$ cat src/ovrd_defs.svh
`ifndef OVRD_DEFS_SVH
`define OVRD_DEFS_SVH

// register byte offsets
`define OVRD_ADDR_CTRL 12'h000
`define OVRD_ADDR_FLAGS 12'h004
`define OVRD_ADDR_IRQ_STAT 12'h008
`define OVRD_ADDR_IRQ_MASK 12'h00C

// control register field positions
`define OVRD_CTRL_HIGH_LSB 0
`define OVRD_CTRL_LOW_LSB 8
`define OVRD_CTRL_HOLD_LSB 16
`define OVRD_CTRL_MODE_LSB 24

// reset values
`define OVRD_RST_HIGH_THR 8'hE4
`define OVRD_RST_LOW_THR 8'h40
`define OVRD_RST_HOLD 3'h0
`define OVRD_RST_MODE 5'h00

// link mode codes that select the embedding format
`define OVRD_MODE_REAL 5'h09
`define OVRD_MODE_CPLX_FIRST 5'h0A
`define OVRD_MODE_CPLX_LAST 5'h10
`define OVRD_MODE_CPLX_EXCL 5'h0C

// pin pulse length is 2^(hold + 3) clock cycles, 8 to 1024
`define OVRD_PIN_SHIFT_BASE 4'h3
// saturated magnitude of the most negative code
`define OVRD_MAG_SAT 8'hFF
`define OVRD_NEG_FULL 12'h800

// lanes: 0..3 pin flags, 4..7 embedded indicators
`define OVRD_LANES 8
`define OVRD_HOLD_CW 11

`endif

$ cat src/ovrd_pkg.sv
package ovrd_pkg;
	typedef enum logic [1:0] {
		OVRD_FMT_NONE = 2'b00,
		OVRD_FMT_REAL = 2'b01,
		OVRD_FMT_CPLX = 2'b10
	} ovrd_fmt_e;

	typedef enum logic [0:0] {
		OVRD_APB_IDLE = 1'b0,
		OVRD_APB_ACK = 1'b1
	} ovrd_apb_e;
endpackage : ovrd_pkg

$ cat src/ovrd_lane_if.sv
`timescale 1ns/1ps
interface ovrd_lane_if #(parameter int LANES = 8);
	logic [LANES-1:0] hit;
	logic [LANES-1:0] en;
	logic [3:0] shift [LANES];
	logic [LANES-1:0] active;
	modport ctl (output hit, output en, output shift, input active);
	modport hold (input hit, input en, input shift, output active);
endinterface : ovrd_lane_if

$ cat src/ovrd_hold.sv
`timescale 1ns/1ps
`include "ovrd_defs.svh"
module ovrd_hold #(
	parameter int LANES = `OVRD_LANES,
	parameter int CW = `OVRD_HOLD_CW
) (
	input wire logic clk,
	input wire logic rst,
	ovrd_lane_if.hold lanes
);
	genvar g;
	generate
		for (g = 0; g < LANES; g++) begin : g_lane
			logic [CW-1:0] cnt_ff;
			logic [CW-1:0] nxt_cnt;
			always_comb begin
				nxt_cnt = cnt_ff;
				if (lanes.hit[g]) begin
					nxt_cnt = CW'(1) << lanes.shift[g];
				end else if (lanes.en[g] && cnt_ff != '0) begin
					nxt_cnt = cnt_ff - CW'(1);
				end
			end
			always_ff @(posedge clk) begin
				if (rst) begin
					cnt_ff <= '0;
				end else begin
					cnt_ff <= nxt_cnt;
				end
			end
			assign lanes.active[g] = (cnt_ff != '0);
		end
	endgenerate
endmodule : ovrd_hold

$ cat src/ovrd_top.sv
`timescale 1ns/1ps
`include "ovrd_defs.svh"
// Overview of operation
// - take magnitude of each 12-bit sample, compare its upper 8 bits to thresholds
// - the same two thresholds serve both channel A and channel B
// - two's complement input; -2048 saturates so its upper bits compare as 255
// - a flag is 1 when magnitude is at or above its threshold, else 0
// - four pin flags: A high, A low, B high, B low
// - pin flags last 8 to 1024 cycles after last event, per 3-bit hold setting
// - decimating modes also embed overrange status in output samples
// - complex: I word carries high status as LSB, Q word low status
// - real: even samples carry high status, odd samples low status
// - embedded period is 2^(hold+1) samples for real, 2^hold for complex
// - mode 9 is real, modes 10 to 16 except 12 are complex
module ovrd_top (
	input wire logic clk,
	input wire logic rst,
	// converter samples, one per channel, on the sampling clock
	input wire logic sample_valid,
	input wire logic [11:0] sample_a,
	input wire logic [11:0] sample_b,
	// decimated words from the down-converter
	input wire logic dec_valid,
	input wire logic dec_is_q,
	input wire logic [15:0] dec_a_data,
	input wire logic [15:0] dec_b_data,
	output logic out_valid,
	output logic [15:0] out_a_data,
	output logic [15:0] out_b_data,
	output logic chan_a_high_flag,
	output logic chan_a_low_flag,
	output logic chan_b_high_flag,
	output logic chan_b_low_flag,
	output logic irq,
	// APB slave
	input wire logic psel,
	input wire logic penable,
	input wire logic pwrite,
	input wire logic [11:0] paddr,
	input wire logic [31:0] pwdata,
	output logic [31:0] prdata,
	output logic pready,
	output logic pslverr
);
	function automatic logic [7:0] mag8(input logic [11:0] s);
		logic [11:0] n;
		n = s[11] ? (~s + 12'h001) : s;
		if (s == `OVRD_NEG_FULL) begin
			return `OVRD_MAG_SAT;
		end
		return n[10:3];
	endfunction : mag8

	function automatic ovrd_pkg::ovrd_fmt_e fmt_of(input logic [4:0] m);
		if (m == `OVRD_MODE_REAL) begin
			return ovrd_pkg::OVRD_FMT_REAL;
		end
		if (m >= `OVRD_MODE_CPLX_FIRST && m <= `OVRD_MODE_CPLX_LAST && m != `OVRD_MODE_CPLX_EXCL) begin
			return ovrd_pkg::OVRD_FMT_CPLX;
		end
		return ovrd_pkg::OVRD_FMT_NONE;
	endfunction : fmt_of

	logic [7:0] high_threshold_ff;
	logic [7:0] low_threshold_ff;
	logic [2:0] hold_length_select_ff;
	logic [4:0] link_mode_select_ff;
	logic [3:0] irq_stat_ff;
	logic [3:0] irq_mask_ff;
	logic [3:0] flags_prev_ff;
	logic [31:0] prdata_ff;
	logic slverr_ff;
	ovrd_pkg::ovrd_apb_e apb_state_ff;
	logic parity_ff;
	logic out_valid_ff;
	logic [15:0] out_a_ff;
	logic [15:0] out_b_ff;

	logic [7:0] mag_a;
	logic [7:0] mag_b;
	logic [3:0] pin_flags;
	logic [3:0] emb;
	ovrd_pkg::ovrd_fmt_e fmt;
	logic [3:0] emb_shift;
	logic access;
	logic fire;
	logic wr_fire;
	logic addr_ok;
	logic [31:0] rd_mux;

	ovrd_lane_if #(.LANES(`OVRD_LANES)) lanes ();

	assign mag_a = mag8(sample_a);
	assign mag_b = mag8(sample_b);
	assign fmt = fmt_of(link_mode_select_ff);

	assign emb_shift = (fmt == ovrd_pkg::OVRD_FMT_REAL) ? {1'b0, hold_length_select_ff} + 4'h1
		: {1'b0, hold_length_select_ff};

	assign lanes.hit[0] = sample_valid && (mag_a >= high_threshold_ff);
	assign lanes.hit[1] = sample_valid && (mag_a >= low_threshold_ff);
	assign lanes.hit[2] = sample_valid && (mag_b >= high_threshold_ff);
	assign lanes.hit[3] = sample_valid && (mag_b >= low_threshold_ff);
	assign lanes.hit[7:4] = lanes.hit[3:0];

	genvar g;
	generate
		for (g = 0; g < 4; g++) begin : g_cfg
			assign lanes.en[g] = 1'b1;
			assign lanes.shift[g] = {1'b0, hold_length_select_ff} + `OVRD_PIN_SHIFT_BASE;
			// embedded windows count converter samples
			assign lanes.en[g+4] = sample_valid;
			assign lanes.shift[g+4] = emb_shift;
		end
	endgenerate

	ovrd_hold #(.LANES(`OVRD_LANES), .CW(`OVRD_HOLD_CW)) u_hold (
		.clk(clk),
		.rst(rst),
		.lanes(lanes)
	);

	assign pin_flags = lanes.active[3:0];
	assign emb = lanes.active[7:4];
	// pin order: first of a pair follows high threshold
	assign chan_a_high_flag = pin_flags[0];
	assign chan_a_low_flag = pin_flags[1];
	assign chan_b_high_flag = pin_flags[2];
	assign chan_b_low_flag = pin_flags[3];

	// real-mode sample parity; first word after entering the mode is even
	always_ff @(posedge clk) begin
		if (rst) begin
			parity_ff <= 1'b0;
		end else if (fmt != ovrd_pkg::OVRD_FMT_REAL) begin
			parity_ff <= 1'b0;
		end else if (dec_valid) begin
			parity_ff <= ~parity_ff;
		end
	end

	always_ff @(posedge clk) begin
		if (rst) begin
			out_valid_ff <= 1'b0;
			out_a_ff <= 16'h0000;
			out_b_ff <= 16'h0000;
		end else begin
			out_valid_ff <= dec_valid;
			if (dec_valid) begin
				case (fmt)
					// I carries high, Q carries low
					ovrd_pkg::OVRD_FMT_CPLX: begin
						out_a_ff <= {dec_a_data[15:1], dec_is_q ? emb[1] : emb[0]};
						out_b_ff <= {dec_b_data[15:1], dec_is_q ? emb[3] : emb[2]};
					end
					ovrd_pkg::OVRD_FMT_REAL: begin
						out_a_ff <= {dec_a_data[15:1], parity_ff ? emb[1] : emb[0]};
						out_b_ff <= {dec_b_data[15:1], parity_ff ? emb[3] : emb[2]};
					end
					default: begin
						out_a_ff <= dec_a_data;
						out_b_ff <= dec_b_data;
					end
				endcase
			end
		end
	end
	assign out_valid = out_valid_ff;
	assign out_a_data = out_a_ff;
	assign out_b_data = out_b_ff;

	// APB: one wait state so read data comes from a flip-flop
	assign access = psel && penable;
	assign fire = access && (apb_state_ff == ovrd_pkg::OVRD_APB_ACK);
	assign wr_fire = fire && pwrite;
	assign addr_ok = (paddr == `OVRD_ADDR_CTRL) || (paddr == `OVRD_ADDR_FLAGS)
		|| (paddr == `OVRD_ADDR_IRQ_STAT) || (paddr == `OVRD_ADDR_IRQ_MASK);

	always_ff @(posedge clk) begin
		if (rst) begin
			apb_state_ff <= ovrd_pkg::OVRD_APB_IDLE;
		end else begin
			case (apb_state_ff)
				ovrd_pkg::OVRD_APB_IDLE: begin
					if (access) begin
						apb_state_ff <= ovrd_pkg::OVRD_APB_ACK;
					end
				end
				ovrd_pkg::OVRD_APB_ACK: begin
					apb_state_ff <= ovrd_pkg::OVRD_APB_IDLE;
				end
				default: begin
					apb_state_ff <= ovrd_pkg::OVRD_APB_IDLE;
				end
			endcase
		end
	end

	always_comb begin
		rd_mux = 32'h0000_0000;
		case (paddr)
			`OVRD_ADDR_CTRL: begin
				rd_mux[`OVRD_CTRL_HIGH_LSB +: 8] = high_threshold_ff;
				rd_mux[`OVRD_CTRL_LOW_LSB +: 8] = low_threshold_ff;
				rd_mux[`OVRD_CTRL_HOLD_LSB +: 3] = hold_length_select_ff;
				rd_mux[`OVRD_CTRL_MODE_LSB +: 5] = link_mode_select_ff;
			end
			`OVRD_ADDR_FLAGS: begin
				rd_mux[7:0] = lanes.active;
			end
			`OVRD_ADDR_IRQ_STAT: begin
				rd_mux[3:0] = irq_stat_ff;
			end
			`OVRD_ADDR_IRQ_MASK: begin
				rd_mux[3:0] = irq_mask_ff;
			end
			default: begin
				rd_mux = 32'h0000_0000;
			end
		endcase
	end

	always_ff @(posedge clk) begin
		if (rst) begin
			prdata_ff <= 32'h0000_0000;
			slverr_ff <= 1'b0;
		end else if (access && apb_state_ff == ovrd_pkg::OVRD_APB_IDLE) begin
			prdata_ff <= pwrite ? 32'h0000_0000 : rd_mux;
			slverr_ff <= ~addr_ok;
		end
	end
	assign pready = fire;
	assign pslverr = fire && slverr_ff;
	assign prdata = prdata_ff;

	// configuration takes effect from the cycle after the write
	always_ff @(posedge clk) begin
		if (rst) begin
			high_threshold_ff <= `OVRD_RST_HIGH_THR;
			low_threshold_ff <= `OVRD_RST_LOW_THR;
			hold_length_select_ff <= `OVRD_RST_HOLD;
			link_mode_select_ff <= `OVRD_RST_MODE;
		end else if (wr_fire && paddr == `OVRD_ADDR_CTRL) begin
			high_threshold_ff <= pwdata[`OVRD_CTRL_HIGH_LSB +: 8];
			low_threshold_ff <= pwdata[`OVRD_CTRL_LOW_LSB +: 8];
			hold_length_select_ff <= pwdata[`OVRD_CTRL_HOLD_LSB +: 3];
			link_mode_select_ff <= pwdata[`OVRD_CTRL_MODE_LSB +: 5];
		end
	end

	always_ff @(posedge clk) begin
		if (rst) begin
			irq_mask_ff <= 4'h0;
		end else if (wr_fire && paddr == `OVRD_ADDR_IRQ_MASK) begin
			irq_mask_ff <= pwdata[3:0];
		end
	end

	// a rising pin flag sets its sticky bit; a set beats a same-cycle clear
	always_ff @(posedge clk) begin
		if (rst) begin
			flags_prev_ff <= 4'h0;
			irq_stat_ff <= 4'h0;
		end else begin
			flags_prev_ff <= pin_flags;
			irq_stat_ff <= (irq_stat_ff & ~((wr_fire && paddr == `OVRD_ADDR_IRQ_STAT) ? pwdata[3:0] : 4'h0))
				| (pin_flags & ~flags_prev_ff);
		end
	end
	assign irq = |(irq_stat_ff & irq_mask_ff);
endmodule : ovrd_top

$ cat config.mk
export PLATFORM = sky130hd
export DESIGN_NAME = ovrd_top
export DESIGN_NICKNAME = d
export VERILOG_FILES = /design/src/ovrd_pkg.sv /design/src/ovrd_lane_if.sv /design/src/ovrd_hold.sv /design/src/ovrd_top.sv
export VERILOG_INCLUDE_DIRS = /design/src /design/src/src
export SDC_FILE = /design/constraint.sdc
export NUM_CORES = 1
export LEC_CHECK = 0
export BUFFER_PORTS_ARGS = -buffer_cell sky130_fd_sc_hd__buf_4
export CORE_UTILIZATION = 57
export DETAILED_ROUTE_END_ITERATION = 8
export PLACE_DENSITY = 0.84
export SETUP_SLACK_MARGIN = 0.5
export SYNTH_ARGS = -nofsm -noshare
export SYNTH_HDL_FRONTEND = slang
export SYNTH_SLANG_ARGS = --single-unit
$ cat constraint.sdc
create_clock -name clk -period 4.8 [get_ports clk]
set_clock_uncertainty 0.15 [all_clocks]
set_input_delay 0.72 -clock clk [delete_from_list [all_inputs] [get_ports clk]]
set_output_delay 0.72 -clock clk [all_outputs]
set_load 0.01 [all_outputs]
==> flow_summary.yaml <==
outcome:
  status: "completed"
clock_tree:
  cts_tree: "yes"
  post-cts-setup-buffers: 0
  clk_pin_slew_ns: 0.07
  cts_inserted_buffers: 17
  cts_root_buf: "clkbuf_16"
  clock_sinks: 184
  cts_buffer_depth: 2
  post_cts_resized: 0
  htree_levels: 4
  insertion_delay_ns: 0.44
  cts_hold_buf: 0
synthesis:
  synth-async-reset-ratio_pct: 0
  yosys-top-cells-area: "dfxtp_1 36%, ha_1 5.6%, mux2i_1 5.0%, a21oi_1 4.9%, nand2_1 4.9%"
  synth_most_common_cell: "dfxtp_1"
  muxShareOfSynthArea_pct: 5.68
  avgSynthCellArea_sq_um: 8.12
  synth_edf_count: 0
  synth_compound_area_share_pct: 19.8
  synth_fa_ha_area_share_pct: 5.56
  synth_simple_gate_area_share_pct: 23.3
  synth_cells: 1274
  synth_common_cells: "184 x dfxtp_1, 134 x nand2_1, 111 x nor2_1"
  yosysUniqueCellTypes: 79
  synth_xor_area_share_pct: 4.66
  synth_top_family_by_area: "simple AND/OR/NAND/NOR gates"
  synthFlopType: "dfxtp_1"
  synth.yosys.warnings: 0
  ys_ff_latch: 184
  post-synth-top-area-cell: "dfxtp_1"
  ys_seq_area_share_pct: 35.6
  synth_area_sq_um: 10300
  synth_top_area_share_pct: 35.6
placement:
  numPlacedInstances: 1594
  dp_slack_ns: 0.246
  gp_congestion: 0.914
  hpwl_microns: 21000
  place.port_buffers: 163
  dpl_cell_area_sq_um: 11700
timing:
  setup_viol: 0
  finalCriticalPeriod_ns: 4.00
  slew_headroom_pct: 20.5
  rsz0062_at_grt: "false"
  worst_pin_slew_ns: 1.18
  totalNegativeSetupSlack_ns: 0
  slew_viol_final: 0
  holdWs_ns: 0.270
  finalHoldViolCount: 0
  fmax_ghz: 0.250
  period_share_pct: 83.3
  setup_ws_ns: 0.799
floorplan:
  core_sq_um: 17500
  die_area_sq_um: 18700
  die_h_microns: 137
  start_util_pct: 59.0
  row_count: 48
  io_pins: 180
  dieWidth_microns: 137
power_and_ir_drop:
  p_per_area_nw_per_um2: 479
  ir_worst_vdd_mv: 0.341
  leakagePower_nw: 5.02
  total_power_mw: 5.88
detailed_routing:
  drtIter0Drc: 1039
  wl_met3_microns: 2540
  wl_met2_microns: 14100
  drc_errors: 0
  firstDrtPassIters: 6
  highest_layer: "met4"
  post_drt_wl_per_cell_microns: 18.2
  vias: 10200
  routed_wl_microns: 29500
  wl_met1_microns: 11900
  avgViaCountPerCell: 6.25
  detail-route-antenna-nets: 0
finish:
  drive_above_1_share_pct: 17.1
  fin_util_pct: 70.0
  layoutNonFillerInstCount: 1626
  design_area_sq_um: 12300
  nNetsFinal: 1542
  area_growth_syn_to_layout_pct: 18.6
  num_antenna_cells: 0
worst_hold_path:
  min_path_type: "reg -> reg"
  hp-start: "flags_prev_ff[0]$_SDFF_PP0_"
setup_path:
  arrival_ns: 4.20
  rr_startpoint: "u_hold.g_lane[5].cnt_ff[0]$_SDFFE_PP0P_"
  worstPathMaxFanout: 20
  start_kind: "primary input"
  critPathRequiredTime_ns: 5.00
  crit_path_start: "sample_a[3]"
  cp-end-kind: "flip-flop"
  path_class: "in -> reg"
global_routing:
  grt_pass1_vias: 9669
  grt_usage_pct: 32.2
  grt_first_pass_wirelength_microns: 47100
  grt_max_degree: 89
  antenna_found_initial: 0
  globalRoute.totalOverflow: 0
run:
  max_cap_violations: 0
==> where the power goes <==
part / internal, mW / switching [mW]
clock network: 0.754 / 0.672
logic: 1.04 / 1.34
registers: 1.81 / 0.258
total: 3.61 / 2.27
==> layer usage <==
layer,global-route usage [%],up-vias
met2,54.3,495
met4,15.1,0
met3,7.59,79
met1,38.6,4748
met5,0,-
li1,-,4842
==> registers in the layout (all words and copies together) (netlist names) <==
register               flops
high_threshold_ff          8
prdata                    24
parity_ff                  1
apb_state_ff               1
u_hold.g_lane.cnt_ff      88
low_threshold_ff           8
flags_prev_ff              4
irq_stat_ff                4
irq_mask_ff                4
out_b_data                16
hold_length_select_ff      3
out_valid                  1
out_a_data                16
slverr_ff                  1
link_mode_select_ff        5
==> path summary, 6_finish.rpt <==
check	slack [ns]	to	depth (start not counted)
setup / recovery	0.80	u_hold.g_lane[4].cnt_ff[3]$_SDFFE_PP0P_	13
hold reg to reg	0.27	irq_stat_ff[0]$_SDFF_PP0_	1
hold / removal	0.27	irq_stat_ff[0]$_SDFF_PP0_	1
setup reg to reg	1.62	u_hold.g_lane[5].cnt_ff[5]$_SDFFE_PP0P_	7
==> logic make-up (layout without fill, tap and decap cells) <==
group | after synthesis | after routing
adder cells (fa/ha/maj) | 46 | 46
flip-flops | 184 | 184
XOR/XNOR | 55 | 55
multiplexers | 57 | 57
buffers and inverters | 137 | 257
other | 1 | 8
AND/OR/NAND/NOR | 484 | 484
AO/OA/AOI/OAI | 310 | 310
==> critical path, cell delays in order <==
cell and delay [ns]:
buf_4 0.11, or4_1 0.58, or4_1 0.52, nor3_2 0.20
nand4bb_1 0.26, and2_1 0.28, ha_1 0.27, nand2b_1 0.14
a211oi_1 0.34, o21a_1 0.18, buf_4 0.26, nor2_1 0.12
a311oi_1 0.22
==> cell type report <==
type,count,area [sq um]
flip-flops and latches,184,3680
inverters,49,184
repair buffers,176,1350
clock buffers,18,439
clock inverters,14,159
well taps,225,282
fillers,1369,5260
multi-input cells,960,6180
==> placed cells by master, fill, tap and decap left out, drive strengths merged, types with 40 or more instances in the layout <==
| cell | netlist | routed |
|---|---|---|
| buf | 18 | 176 |
| nand3 | 49 | 49 |
| nor2 | 111 | 111 |
| ha | 46 | 46 |
| inv | 48 | 54 |
| o21ai | 44 | 44 |
| mux2i | 52 | 52 |
| a21oi | 101 | 101 |
| dfxtp | 184 | 184 |
| nand2 | 134 | 134 |
| nor3 | 40 | 40 |
Power figures use the tool's default switching activity.
